$ cat config.mk
export PLATFORM = sky130hd
export DESIGN_NAME = brake_dc_injection_sequencer
export DESIGN_NICKNAME = d
export VERILOG_FILES = /design/src/brake_seq_pkg.sv /design/src/tick_divider.sv /design/src/brake_dc_injection_sequencer.sv
export VERILOG_INCLUDE_DIRS = /design/src
export SDC_FILE = /design/constraint.sdc
export NUM_CORES = 1
export LEC_CHECK = 0
export BUFFER_PORTS_ARGS = -buffer_cell sky130_fd_sc_hd__buf_2
export CAP_MARGIN = 5
export CORE_AREA = 2 2 156 158
export CTS_BUF_LIST = sky130_fd_sc_hd__clkbuf_4 sky130_fd_sc_hd__clkbuf_8 sky130_fd_sc_hd__clkbuf_16
export DETAILED_ROUTE_END_ITERATION = 16
export DIE_AREA = 0 0 158 160
export PLACE_DENSITY = 0.66
export REMOVE_ABC_BUFFERS = 1
export SYNTH_ARGS = -nofsm -noshare
export SYNTH_HDL_FRONTEND = slang
export SYNTH_SLANG_ARGS = --single-unit
$ cat constraint.sdc
create_clock -name clk_sys -period 2.1 [get_ports clk_sys]
set_input_delay 0.315 -clock clk_sys [delete_from_list [all_inputs] [get_ports clk_sys]]
set_output_delay 0.315 -clock clk_sys [all_outputs]
set_load 0.01 [all_outputs]
$ cat src/brake_seq_map.svh
// Register offsets, field positions, reset values and timing counts.
`ifndef BRAKE_SEQ_MAP_SVH
`define BRAKE_SEQ_MAP_SVH

// ----------------------------------------------------------------------
// Timing
// ----------------------------------------------------------------------
`define BSQ_CLK_RATE_MHZ     25
`define BSQ_TICK_TIME_US     10000
`define BSQ_TICK_CYCLES      (`BSQ_TICK_TIME_US * `BSQ_CLK_RATE_MHZ)

// ----------------------------------------------------------------------
// Register byte offsets
// ----------------------------------------------------------------------
`define BSQ_OFS_CTRL         8'h00
`define BSQ_OFS_AB_DELAY     8'h04
`define BSQ_OFS_PICK_DELAY   8'h08
`define BSQ_OFS_DROP_DELAY   8'h0C
`define BSQ_OFS_HOLD_TIME    8'h10
`define BSQ_OFS_START_LEVEL  8'h14
`define BSQ_OFS_STOP_LEVEL   8'h18
`define BSQ_OFS_ONSET_FREQ   8'h1C
`define BSQ_OFS_START_TIME   8'h20
`define BSQ_OFS_STOP_TIME    8'h24
`define BSQ_OFS_ZERO_THR     8'h28
`define BSQ_OFS_STATUS       8'h2C

// ----------------------------------------------------------------------
// Control and status bit positions
// ----------------------------------------------------------------------
`define BSQ_CTRL_RAMP        0
`define BSQ_CTRL_EXTBRK      1
`define BSQ_CTRL_HOLDSUP     2
`define BSQ_CTRL_FLTCLR      3
`define BSQ_ST_AUTOBRAKE     0
`define BSQ_ST_PICK          1
`define BSQ_ST_HOLDFLT       2
`define BSQ_ST_INJ           3
`define BSQ_ST_SPDREL        4
`define BSQ_ST_STATE_LSB     8

// ----------------------------------------------------------------------
// Reset values (times in 0.01 s, levels in 0.1 %, frequency in 0.1 Hz)
// ----------------------------------------------------------------------
`define BSQ_RST_RAMP         1'h1
`define BSQ_RST_EXTBRK       1'h1
`define BSQ_RST_HOLDSUP      1'h0
`define BSQ_RST_AB_DELAY     10'h000
`define BSQ_RST_PICK_DELAY   10'h032
`define BSQ_RST_DROP_DELAY   10'h032
`define BSQ_RST_HOLD_TIME    10'h014
`define BSQ_RST_START_TIME   10'h064
`define BSQ_RST_STOP_TIME    10'h064
`define BSQ_RST_START_LEVEL  11'h320
`define BSQ_RST_STOP_LEVEL   11'h1F4
`define BSQ_RST_ONSET_FREQ   7'h05
`define BSQ_RST_ZERO_THR     8'h00

// ----------------------------------------------------------------------
// Upper limits of the settings
// ----------------------------------------------------------------------
`define BSQ_MAX_AB_DELAY     16'h03E7
`define BSQ_MAX_TIME_5S      16'h01F4
`define BSQ_MAX_LEVEL        16'h05DC
`define BSQ_MAX_ONSET        16'h0064
`define BSQ_MAX_ZERO_THR     16'h00C8

`endif

$ cat src/brake_seq_pkg.sv
// Types shared by the brake and DC injection sequencer.
package brake_seq_pkg;

    typedef enum logic [2:0] {
        ST_IDLE  = 3'b000,
        ST_START = 3'b001,
        ST_RUN   = 3'b010,
        ST_DECEL = 3'b011,
        ST_STOP  = 3'b100
    } seq_state_t;

    typedef struct packed {
        logic        rampStop;
        logic        extBrake;
        logic        holdSupEn;
        logic [9:0]  autobrakeReleaseDelay;
        logic [9:0]  pickDelay;
        logic [9:0]  dropDelay;
        logic [9:0]  holdTime;
        logic [9:0]  startInjectionTime;
        logic [9:0]  stopInjectionTime;
        logic [10:0] startInjectionLevel;
        logic [10:0] stopInjectionLevel;
        logic [6:0]  injectionOnsetFrequency;
        logic [7:0]  zeroSpeedThreshold;
    } cfg_t;

    typedef struct packed {
        seq_state_t  state;
        cfg_t        cfg;
        logic [9:0]  seqCnt;
        logic [9:0]  zeroCnt;
        logic [9:0]  holdCnt;
        logic        autoBrake;
        logic        brakePick;
        logic        holdFault;
        logic        injActive;
        logic [10:0] injLevel;
        logic        spdRel;
        logic [31:0] rdata;
    } seq_regs_t;

endpackage

$ cat src/tick_divider.sv
// Divides the system clock into a one-cycle tick enable.
module tick_divider #(
    parameter int unsigned DIV = 250000
) (
    // Clock and reset
    input  wire logic clk_sys,
    input  wire logic resetn,
    // Tick enable
    output logic      tick
);

    localparam int W = (DIV > 1) ? $clog2(DIV) : 1;

    typedef struct packed {
        logic [W-1:0] cnt;
        logic         tick;
    } div_t;

    div_t r;
    div_t n;

    always_comb begin
        n = r;
        n.tick = 1'b0;
        if (r.cnt == W'(DIV - 1)) begin
            n.cnt  = '0;
            n.tick = 1'b1;
        end else begin
            n.cnt = r.cnt + W'(1);
        end
    end

    always_ff @(posedge clk_sys or negedge resetn) begin
        if (!resetn) begin
            r <= '0;
        end else begin
            r <= n;
        end
    end

    assign tick = r.tick;

endmodule

$ cat src/brake_dc_injection_sequencer.sv
// Brake and DC injection sequencer with APB configuration registers.
`include "brake_seq_map.svh"

module brake_dc_injection_sequencer #(
    parameter int unsigned TICK_CYCLES = `BSQ_TICK_CYCLES
) (
    // Clock and reset
    input  wire logic        clk_sys,
    input  wire logic        resetn,
    // APB slave
    input  wire logic        psel,
    input  wire logic        penable,
    input  wire logic        pwrite,
    input  wire logic [7:0]  paddr,
    input  wire logic [31:0] pwdata,
    output logic [31:0]      prdata,
    output logic             pready,
    output logic             pslverr,
    // Drive state
    input  wire logic        runRequest,
    input  wire logic [15:0] speedPct,
    input  wire logic [7:0]  outFreq,
    input  wire logic        holdFeedback,
    // Brake and injection outputs
    output logic             autoBrakeOut,
    output logic             brakePickOut,
    output logic             hold_feedback_fault,
    output logic             injectionActive,
    output logic [10:0]      injectionLevel,
    output logic             speedRefRelease
);

    // ------------------------------------------------------------------
    // Reset image
    // ------------------------------------------------------------------
    localparam brake_seq_pkg::cfg_t CFG_RST = '{
        rampStop:                `BSQ_RST_RAMP,
        extBrake:                `BSQ_RST_EXTBRK,
        holdSupEn:               `BSQ_RST_HOLDSUP,
        autobrakeReleaseDelay:   `BSQ_RST_AB_DELAY,
        pickDelay:               `BSQ_RST_PICK_DELAY,
        dropDelay:               `BSQ_RST_DROP_DELAY,
        holdTime:                `BSQ_RST_HOLD_TIME,
        startInjectionTime:      `BSQ_RST_START_TIME,
        stopInjectionTime:       `BSQ_RST_STOP_TIME,
        startInjectionLevel:     `BSQ_RST_START_LEVEL,
        stopInjectionLevel:      `BSQ_RST_STOP_LEVEL,
        injectionOnsetFrequency: `BSQ_RST_ONSET_FREQ,
        zeroSpeedThreshold:      `BSQ_RST_ZERO_THR
    };

    localparam brake_seq_pkg::seq_regs_t REGS_RST = '{
        state:     brake_seq_pkg::ST_IDLE,
        cfg:       CFG_RST,
        seqCnt:    10'h000,
        zeroCnt:   10'h000,
        holdCnt:   10'h000,
        autoBrake: 1'h0,
        brakePick: 1'h0,
        holdFault: 1'h0,
        injActive: 1'h0,
        injLevel:  11'h000,
        spdRel:    1'h0,
        rdata:     32'h0000_0000
    };

    // ------------------------------------------------------------------
    // Helpers
    // ------------------------------------------------------------------
    // Settings above their limit saturate at the limit.
    function automatic logic [15:0] clampTo(input logic [15:0] v,
                                            input logic [15:0] lim);
        clampTo = (v > lim) ? lim : v;
    endfunction

    function automatic logic [9:0] satInc(input logic [9:0] v);
        satInc = (v == 10'h3FF) ? v : v + 10'h001;
    endfunction

    brake_seq_pkg::seq_regs_t r;
    brake_seq_pkg::seq_regs_t n;

    logic        tick;
    logic        wrStrobe;
    logic        setupRead;
    logic        mapped;
    logic        fltClr;
    logic        atZero;
    logic        atOnset;
    logic        holdMismatch;
    logic [15:0] wdLow;
    logic [31:0] readVal;

    tick_divider #(
        .DIV(TICK_CYCLES)
    ) u_tick (
        .clk_sys(clk_sys),
        .resetn (resetn),
        .tick   (tick)
    );

    // ------------------------------------------------------------------
    // APB decode
    // ------------------------------------------------------------------
    assign wdLow     = pwdata[15:0];
    assign wrStrobe  = psel & penable & pwrite & mapped;
    assign setupRead = psel & ~penable & ~pwrite;
    assign pready    = 1'b1;
    assign pslverr   = psel & penable & ~mapped;
    assign fltClr    = wrStrobe & (paddr == `BSQ_OFS_CTRL)
                       & pwdata[`BSQ_CTRL_FLTCLR];

    always_comb begin
        mapped  = 1'b1;
        readVal = 32'h0000_0000;
        case (paddr)
            `BSQ_OFS_CTRL: begin
                readVal[`BSQ_CTRL_RAMP]    = r.cfg.rampStop;
                readVal[`BSQ_CTRL_EXTBRK]  = r.cfg.extBrake;
                readVal[`BSQ_CTRL_HOLDSUP] = r.cfg.holdSupEn;
            end
            `BSQ_OFS_AB_DELAY:    readVal[9:0] = r.cfg.autobrakeReleaseDelay;
            `BSQ_OFS_PICK_DELAY:  readVal[9:0] = r.cfg.pickDelay;
            `BSQ_OFS_DROP_DELAY:  readVal[9:0] = r.cfg.dropDelay;
            `BSQ_OFS_HOLD_TIME:   readVal[9:0] = r.cfg.holdTime;
            `BSQ_OFS_START_LEVEL: readVal[10:0] = r.cfg.startInjectionLevel;
            `BSQ_OFS_STOP_LEVEL:  readVal[10:0] = r.cfg.stopInjectionLevel;
            `BSQ_OFS_ONSET_FREQ:
                readVal[6:0] = r.cfg.injectionOnsetFrequency;
            `BSQ_OFS_START_TIME:  readVal[9:0] = r.cfg.startInjectionTime;
            `BSQ_OFS_STOP_TIME:   readVal[9:0] = r.cfg.stopInjectionTime;
            `BSQ_OFS_ZERO_THR:    readVal[7:0] = r.cfg.zeroSpeedThreshold;
            `BSQ_OFS_STATUS: begin
                readVal[`BSQ_ST_AUTOBRAKE] = r.autoBrake;
                readVal[`BSQ_ST_PICK]      = r.brakePick;
                readVal[`BSQ_ST_HOLDFLT]   = r.holdFault;
                readVal[`BSQ_ST_INJ]       = r.injActive;
                readVal[`BSQ_ST_SPDREL]    = r.spdRel;
                readVal[`BSQ_ST_STATE_LSB +: 3] = r.state;
            end
            default: mapped = 1'b0;
        endcase
    end

    // ------------------------------------------------------------------
    // Speed and feedback conditions
    // ------------------------------------------------------------------
    // zero speed test
    assign atZero = speedPct <= {8'h00, r.cfg.zeroSpeedThreshold};
    assign atOnset = outFreq <= {1'b0, r.cfg.injectionOnsetFrequency};
    assign holdMismatch = holdFeedback != r.brakePick;

    // ------------------------------------------------------------------
    // Next state
    // ------------------------------------------------------------------
    always_comb begin
        n = r;

        if (setupRead) begin
            n.rdata = readVal;
        end

        if (wrStrobe) begin
            case (paddr)
                `BSQ_OFS_CTRL: begin
                    n.cfg.rampStop  = pwdata[`BSQ_CTRL_RAMP];
                    n.cfg.extBrake  = pwdata[`BSQ_CTRL_EXTBRK];
                    n.cfg.holdSupEn = pwdata[`BSQ_CTRL_HOLDSUP];
                end
                `BSQ_OFS_AB_DELAY: n.cfg.autobrakeReleaseDelay =
                    10'(clampTo(wdLow, `BSQ_MAX_AB_DELAY));
                `BSQ_OFS_PICK_DELAY: n.cfg.pickDelay =
                    10'(clampTo(wdLow, `BSQ_MAX_TIME_5S));
                `BSQ_OFS_DROP_DELAY: n.cfg.dropDelay =
                    10'(clampTo(wdLow, `BSQ_MAX_TIME_5S));
                `BSQ_OFS_HOLD_TIME: n.cfg.holdTime =
                    10'(clampTo(wdLow, `BSQ_MAX_TIME_5S));
                `BSQ_OFS_START_LEVEL: n.cfg.startInjectionLevel =
                    11'(clampTo(wdLow, `BSQ_MAX_LEVEL));
                `BSQ_OFS_STOP_LEVEL: n.cfg.stopInjectionLevel =
                    11'(clampTo(wdLow, `BSQ_MAX_LEVEL));
                `BSQ_OFS_ONSET_FREQ: n.cfg.injectionOnsetFrequency =
                    7'(clampTo(wdLow, `BSQ_MAX_ONSET));
                `BSQ_OFS_START_TIME: n.cfg.startInjectionTime =
                    10'(clampTo(wdLow, `BSQ_MAX_TIME_5S));
                `BSQ_OFS_STOP_TIME: n.cfg.stopInjectionTime =
                    10'(clampTo(wdLow, `BSQ_MAX_TIME_5S));
                `BSQ_OFS_ZERO_THR: n.cfg.zeroSpeedThreshold =
                    8'(clampTo(wdLow, `BSQ_MAX_ZERO_THR));
                default: ;
            endcase
        end

        if (!atZero) begin
            n.zeroCnt   = 10'h000;
            n.autoBrake = 1'b1;
        end else begin
            if (tick) begin
                n.zeroCnt = satInc(r.zeroCnt);
            end
            if (r.zeroCnt >= r.cfg.autobrakeReleaseDelay) begin
                n.autoBrake = 1'b0;
            end
        end

        if (r.cfg.holdSupEn && holdMismatch) begin
            if (tick) begin
                n.holdCnt = satInc(r.holdCnt);
            end
        end else begin
            n.holdCnt = 10'h000;
        end
        // A new fault in the clearing cycle survives the clear.
        n.holdFault = (r.holdFault & ~fltClr)
                      | (r.cfg.holdSupEn & holdMismatch
                         & (r.holdCnt >= r.cfg.holdTime));

        if (tick) begin
            n.seqCnt = satInc(r.seqCnt);
        end

        n.injActive = 1'b0;
        n.injLevel  = 11'h000;
        n.spdRel    = 1'b0;

        case (r.state)
            brake_seq_pkg::ST_IDLE: begin
                n.brakePick = 1'b0;
                n.seqCnt    = 10'h000;
                if (runRequest) begin
                    n.state = brake_seq_pkg::ST_START;
                end
            end
            brake_seq_pkg::ST_START: begin
                n.injActive = 1'b1;
                n.injLevel  = r.cfg.startInjectionLevel;
                if (r.cfg.extBrake && r.seqCnt >= r.cfg.pickDelay) begin
                    n.brakePick = 1'b1;
                end
                if (!runRequest) begin
                    n.state     = brake_seq_pkg::ST_IDLE;
                    n.brakePick = 1'b0;
                    n.injActive = 1'b0;
                    n.injLevel  = 11'h000;
                end else if (r.seqCnt >= r.cfg.startInjectionTime
                             && (n.brakePick || !r.cfg.extBrake)) begin
                    n.state     = brake_seq_pkg::ST_RUN;
                    n.spdRel    = 1'b1;
                    n.injActive = 1'b0;
                    n.injLevel  = 11'h000;
                end
            end
            brake_seq_pkg::ST_RUN: begin
                n.spdRel = 1'b1;
                if (!runRequest) begin
                    if (r.cfg.rampStop) begin
                        n.state = brake_seq_pkg::ST_DECEL;
                    end else begin
                        n.state     = brake_seq_pkg::ST_IDLE;
                        n.spdRel    = 1'b0;
                        n.brakePick = 1'b0;
                    end
                end
            end
            brake_seq_pkg::ST_DECEL: begin
                n.spdRel = 1'b1;
                if (runRequest) begin
                    n.state = brake_seq_pkg::ST_RUN;
                end else if (atOnset) begin
                    n.state     = brake_seq_pkg::ST_STOP;
                    n.seqCnt    = 10'h000;
                    n.spdRel    = 1'b0;
                    n.injActive = 1'b1;
                    n.injLevel  = r.cfg.stopInjectionLevel;
                end
            end
            brake_seq_pkg::ST_STOP: begin
                if (r.seqCnt < r.cfg.stopInjectionTime) begin
                    n.injActive = 1'b1;
                    n.injLevel  = r.cfg.stopInjectionLevel;
                end
                if (!r.cfg.extBrake || r.seqCnt >= r.cfg.dropDelay) begin
                    n.brakePick = 1'b0;
                end
                if (!n.injActive && !n.brakePick) begin
                    n.state = brake_seq_pkg::ST_IDLE;
                end
            end
            default: begin
                n.state     = brake_seq_pkg::ST_IDLE;
                n.brakePick = 1'b0;
            end
        endcase
    end

    always_ff @(posedge clk_sys or negedge resetn) begin
        if (!resetn) begin
            r <= REGS_RST;
        end else begin
            r <= n;
        end
    end

    // ------------------------------------------------------------------
    // Outputs
    // ------------------------------------------------------------------
    assign prdata              = r.rdata;
    assign autoBrakeOut        = r.autoBrake;
    assign brakePickOut        = r.brakePick;
    assign hold_feedback_fault = r.holdFault;
    assign injectionActive     = r.injActive;
    assign injectionLevel      = r.injLevel;
    assign speedRefRelease     = r.spdRel;

endmodule

Word-level counts from Yosys, hierarchy flattened
Cells that the tools add are included.
{ "totals": {"output_inout_bits": 50, "in_bits": 71, "ff_bits": 179, "wordCells": 173} }
{ "op_classes": {"magnitude_cmp": 13, "n_bitwise": 17, "n_reduce_logical": 27, "mux": 55, "n_addsub": 4, "eq_ne": 31} }
{ "ops": {"columns": ["cell", "count"], "rows": [
  ["two-way mux 10 bit", 12],
  [">= comparator 10 bit", 5],
  ["two-way mux 13 bit", 3],
  ["two-way mux 12 bit", 3],
  ["one-hot mux 12 bit (3 select lines)", 1],
  ["one-hot mux 3 bit (12 select lines)", 1],
  ["equality test 8 x 5 -> 1 bit, second input constant", 4],
  ["equality test 8 x 6 -> 1 bit, second input constant", 4],
  ["adder 10 x 1 -> 10 bit, second input constant", 3],
  ["equality test 10 bit, second input constant", 3],
  ["AND reduction 2 bit", 13],
  ["one-hot mux 2 bit (11 select lines)", 1],
  ["two-way mux 3 bit", 7],
  ["one-hot mux 10 bit (2 select lines)", 1],
  ["one-hot mux 2 bit (10 select lines)", 1],
  ["adder 18 x 1 -> 18 bit, second input constant", 1],
  ["equality test 18 bit, second input constant", 1],
  ["two-way mux 18 bit", 1],
  ["one-hot mux 2 bit (9 select lines)", 1],
  ["equality test 8 x 4 -> 1 bit, second input constant", 2],
  ["greater-than comparator 16 x 10 -> 1 bit, second input constant", 1],
  ["greater-than comparator 16 x 11 -> 1 bit, second input constant", 1],
  ["greater-than comparator 16 x 7 -> 1 bit, second input constant", 1],
  ["greater-than comparator 16 x 8 -> 1 bit, second input constant", 1],
  ["32 further kinds", 75]
]} }

Longest topological paths before layout
{ "depth": {"depth_word": 9, "mapped_depth": 9, "ltp_nobuf": 8} }

Hierarchy
Synthesis repeated with hierarchy kept, for this count alone.
{ "unflattened": {"hier_cells": 1160, "hier_area_um2": 10625.2} }
{ "by_module_without_submodules": {"columns": ["module", "seq_area_each_um2", "area_each_um2", "cells_each", "instances"], "rows": [
  ["brake_dc_injection_sequencer", 4037.6, 9710.6, 1079, 1],
  ["tick_divider", 475.5, 914.6, 81, 1]
]} }

Worst setup path after synthesis
No wires, ideal clock.
{ "synth_path": {"path_kind": "reg-to-reg", "from": "register r[68] (netlist bit)", "to": "register r, in the netlist injectionLevel[0]", "stages_incl_launch_ff": 10, "required_time_ns": 2.034, "setup_ns": 0.066, "slack_ns": -0.011, "period_less_slack_ns": 2.111, "t_arrival_ns": 2.044, "n_path_buf": 1, "path_cell_list": "dfrtp_1 -> inv_1 -> ha_1 -> nand2b_1 -> a211oi_1 -> o21ai_0 -> a211o_1 -> a21boi_1 -> buf_2 -> a22o_1"} }
{ "synth_rtl": {"columns": ["item", "line_no", "rtl"], "rows": [
  ["from (decl)", "brake_dc_injection_sequencer.sv:80", "brake_seq_pkg::seq_regs_t r;"],
  ["from (signal assigned)", "brake_dc_injection_sequencer.sv:300", "r <= n;"]
]} }

==> flow_metrics.py <==
metrics = {
    "floorplan": {
        "die_area_sq_um": 25280,
        "core-area_sq_um": 23820,
        "row_count": 57,
        "pin_count": 121,
        "initial_core_util_pct": 44.17,
        "die_h_um": 160,
        "die_w_um": 158,
    },
    "detailed_routing": {
        "firstDrtPassIters": 5,
        "num_vias": 8903,
        "wl_mm": 30.63,
        "vias_per_cell": 5.530,
        "wl_per_cell_um": 19.02,
        "drt_iter0_drc": 733,
        "ant_nets": 0,
        "drc": 0,
    },
    "synthesis": {
        "synth_edf_count": 0,
        "ys.flop_type": "dfrtp_1",
        "synth_compound_area_share_pct": 15.45,
        "synth-simple-area-share_pct": 17.68,
        "ys_ff_latch": 179,
        "syn_inst": 1137,
        "synth_top_family_by_area": "simple AND/OR/NAND/NOR gates",
        "muxShareOfSynthArea_pct": 3.460,
        "syn_avg_cell_area_sq_um": 9.255,
        "yosys_warnings": 0,
        "synth-seq-area-share_pct": 42.89,
        "synth_fa_ha_area_share_pct": 9.275,
        "async_flop_share_pct": 100.0,
        "synth.distinct_cells": 75,
        "synth_xor_area_share_pct": 3.163,
        "syn_area_sq_um": 10520,
    },
    "clock_network": {
        "cts_root_buf": "clkbuf_16",
        "htree_levels": 4,
        "clk_latency_ns": 0.45,
        "cts_buffers": 17,
        "clk_pin_slew_worst_paths_ns": 0.08,
        "clock_path_buffers": 2,
        "cts_sinks": 179,
        "cts_tree": "yes",
    },
    "status": {
        "status": "complete, but fails checks",
        "violations": "setup timing",
    },
    "placement": {
        "dpl.hpwl_mm": 22.92,
        "dp_cells": 1571,
        "port_buffers": 82,
        "gp_congestion": 0.9403,
    },
    "run": {
        "cap_violations": 0,
    },
    "pwr": {
        "power_leakage_nw": 5.611,
        "p_per_area_nw_per_um2": 581.8,
        "worst_ir_drop_vdd_mv": 0.5237,
        "power.total_mw": 7.415,
    },
    "cells_and_area": {
        "insertedDiodeCount": 0,
        "nets": 1422,
        "fin_cells": 1610,
        "area_delta_synth_final_pct": 21.12,
        "post-route-util_pct": 53.50,
        "drive_gt1_share_pct": 24.49,
    },
    "sta": {
        "period_minus_slack_ns": 2.147,
        "setup_viol": 2,
        "rsz0062_at_grt": "yes",
        "slew_headroom_pct": 62.72,
        "setup_ws_ns": -0.04691,
        "drv_slew": 0,
        "max_clock_freq_mhz": 465.8,
        "skew_ns": 0.01355,
        "worst_slew_pin_slew_ns": 0.5592,
        "hold_violations": 0,
        "setup_tns_ns": -0.06355,
        "period_share_pct": 102.2,
    },
    "worst_setup_path": {
        "slowest_stage": "dfstp_2",
        "critical-path-max-stage-delay_ns": 0.54,
        "cp.buffers_inverters": 3,
        "cpLargestDelayFamily": "simple AND/OR/NAND/NOR gates",
        "r2r-start": "r[88]",
        "worst_ep_required_time_ns": 2.43,
        "end_kind": "register",
        "crit_type": "reg2reg",
        "path_max_fanout": 13,
        "crit_start": "r[88]",
        "startpoint_type": "register",
        "cp_cell_sequence": "inv_2 -> ha_4 -> nand4_1 -> a21oi_2 -> o32ai_2 -> buf_4 -> nand3_4 -> nand3_2 -> buf_12 -> or2_2",
        "crit_arrival_ns": 2.48,
    },
    "min_path": {
        "hp-start": "pwdata[2]",
        "min_path_type": "in2reg",
    },
    "global_route": {
        "grt_util_all_layers_pct": 24.66,
        "antenna_found_initial": 0,
        "grt_pass1_vias": 8440,
        "grt_max_degree": 52,
        "grt_overflow": 0,
        "grt_first_pass_wirelength_mm": 47.35,
    },
}
==> final cells by class <==
type,count,area (sq um)
fillers,2187,11080
repair buffers,184,1335
flip-flops and latches,179,4517
multi-input cells,810,5572
clock inverters,15,186.4
well taps,324,405.4
inverters,81,304.0
clock buffers,17,425.4
==> synthesized netlist by cell type (4+ instances only) <==
| cell | count | area share [%] |
|---|---|---|
| nand2b_1 | 7 | 0.42 |
| nand4_1 | 14 | 0.83 |
| nand3_1 | 33 | 1.6 |
| nor3_1 | 27 | 1.3 |
| nor2_1 | 111 | 4.0 |
| o22ai_1 | 8 | 0.48 |
| and4_1 | 5 | 0.42 |
| ha_1 | 78 | 9.3 |
| a211oi_1 | 10 | 0.71 |
| dfrtp_1 | 152 | 36 |
| inv_1 | 81 | 2.9 |
| buf_2 | 11 | 0.52 |
| o211ai_1 | 7 | 0.50 |
| clkbuf_1 | 25 | 0.89 |
| nor3b_1 | 4 | 0.29 |
| a21oi_1 | 52 | 2.5 |
| nor2b_1 | 10 | 0.59 |
| a22o_1 | 20 | 1.7 |
| o21ai_0 | 90 | 4.3 |
| nor4_1 | 8 | 0.48 |
| a22oi_1 | 17 | 1.2 |
| mux4_2 | 8 | 1.7 |
| mux2i_1 | 15 | 1.4 |
| and2_1 | 6 | 0.36 |
| o2111ai_1 | 4 | 0.33 |
| o22a_1 | 5 | 0.42 |
| xor2_1 | 17 | 1.4 |
| buf_4 | 47 | 3.4 |
| or3_1 | 5 | 0.30 |
| nand2_1 | 125 | 4.5 |
| xnor2_1 | 21 | 1.7 |
| o21a_1 | 5 | 0.36 |
| and3_1 | 13 | 0.77 |
| a31oi_1 | 11 | 0.65 |
| dfstp_2 | 27 | 6.7 |
==> worst register-to-register path: stages, from the launching register on <==
cell	delay, ns
dfstp_2	0.54
inv_2	0.05
ha_4	0.24
nand4_1	0.14
a21oi_2	0.16
o32ai_2	0.10
buf_4	0.16
nand3_4	0.10
nand3_2	0.09
buf_12	0.17
or2_2	0.28
==> flip-flops by register name (all words and copies together) (netlist names) <==
name                 count
injectionActive          1
u_tick.r                18
hold_feedback_fault      1
prdata                  11
r                      133
autoBrakeOut             1
brakePickOut             1
u_tick.tick              1
injectionLevel          11
speedRefRelease          1
==> through the flow <==
step / hold slack [ns] / setup slack, ns / area, sq um
6_report: 0.2182 / -0.04691 / 12740
5_1_grt: 0.2298 / -0.1356 / 12740
4_1_cts: 0.2103 / -0.04614 / 12410
3_5_place_dp: 0.3119 / -0.1430 / 11720
3_3_place_gp: 0.3109 / -0.1306 / 11720
2_1_floorplan: 0.01941 / -0.3103 / 10060
==> power breakdown <==
group | total (mW) | internal, mW | switching (mW) | leakage (nW)
combinational | 0.616 | 0.232 | 0.384 | 3.04
clock | 3.25 | 1.62 | 1.64 | 0.296
sequential | 3.54 | 3.50 | 0.0487 | 2.28
==> final timing paths <==
kind	end	slack, ns	depth (start not counted)
worst max-delay path	injectionActive	-0.05	10
worst min-delay path	r[88]	0.22	3
worst max register to register	injectionActive	-0.05	10
worst min register to register	u_tick.r[1]	0.47	1
max in group asynchronous	r[95]	0.99	3
min in group asynchronous	r[67]	0.40	2
==> cells by family (layout without fill, tap and decap cells) <==
kind of cell               Yosys count  count (layout)
buffers and inverters              168             297
muxes                               26              26
DFF                                179             179
xor gates and xnor gates            38              38
and+or+nand+nor                    389             389
other                                2              22
adders and majority gates           78              78
AOI/OAI and AO/OA                  257             257
==> timing repair <==
item,CTS,global route
endpoints found under the hold margin,45,0
setup endpoints to repair,36,32
gates resized for setup,14,54
hold buffers,1,0
setup buffers,0,5
pin swaps,5,22
cloned,0,1
==> per-layer routing <==
layer / vias to the layer above / wire, um / track usage [%]
met3: 50 / 2285 / 4.233
li1: 4215 / - / -
met1: 4274 / 13400 / 35.57
met2: 364 / 14260 / 38.62
met5: - / 0 / 0
met4: 0 / 687 / 6.347
==> cell usage in the layout, fill, tap and decap left out, drive strengths merged, types with 7 or more instances in the layout <==
master and instances:
buf 182, mux2i 15, dfrtp 152, clkbuf 18, a22o 20, nor4 9, clkinv 9, conb 22
a21oi 52, nor3 29, inv 87, xor2 17, mux4 8, a22oi 17, a211oi 10, and2 7
nor2b 10, nor2 115, dfstp 27, a31oi 12, and3 13, nand3 34, nand4 14, o21ai 92
nand2 126, nand2b 7, ha 78, o211ai 7, o22ai 8, xnor2 21
No activity file was read; power rests on OpenSTA's default activity.
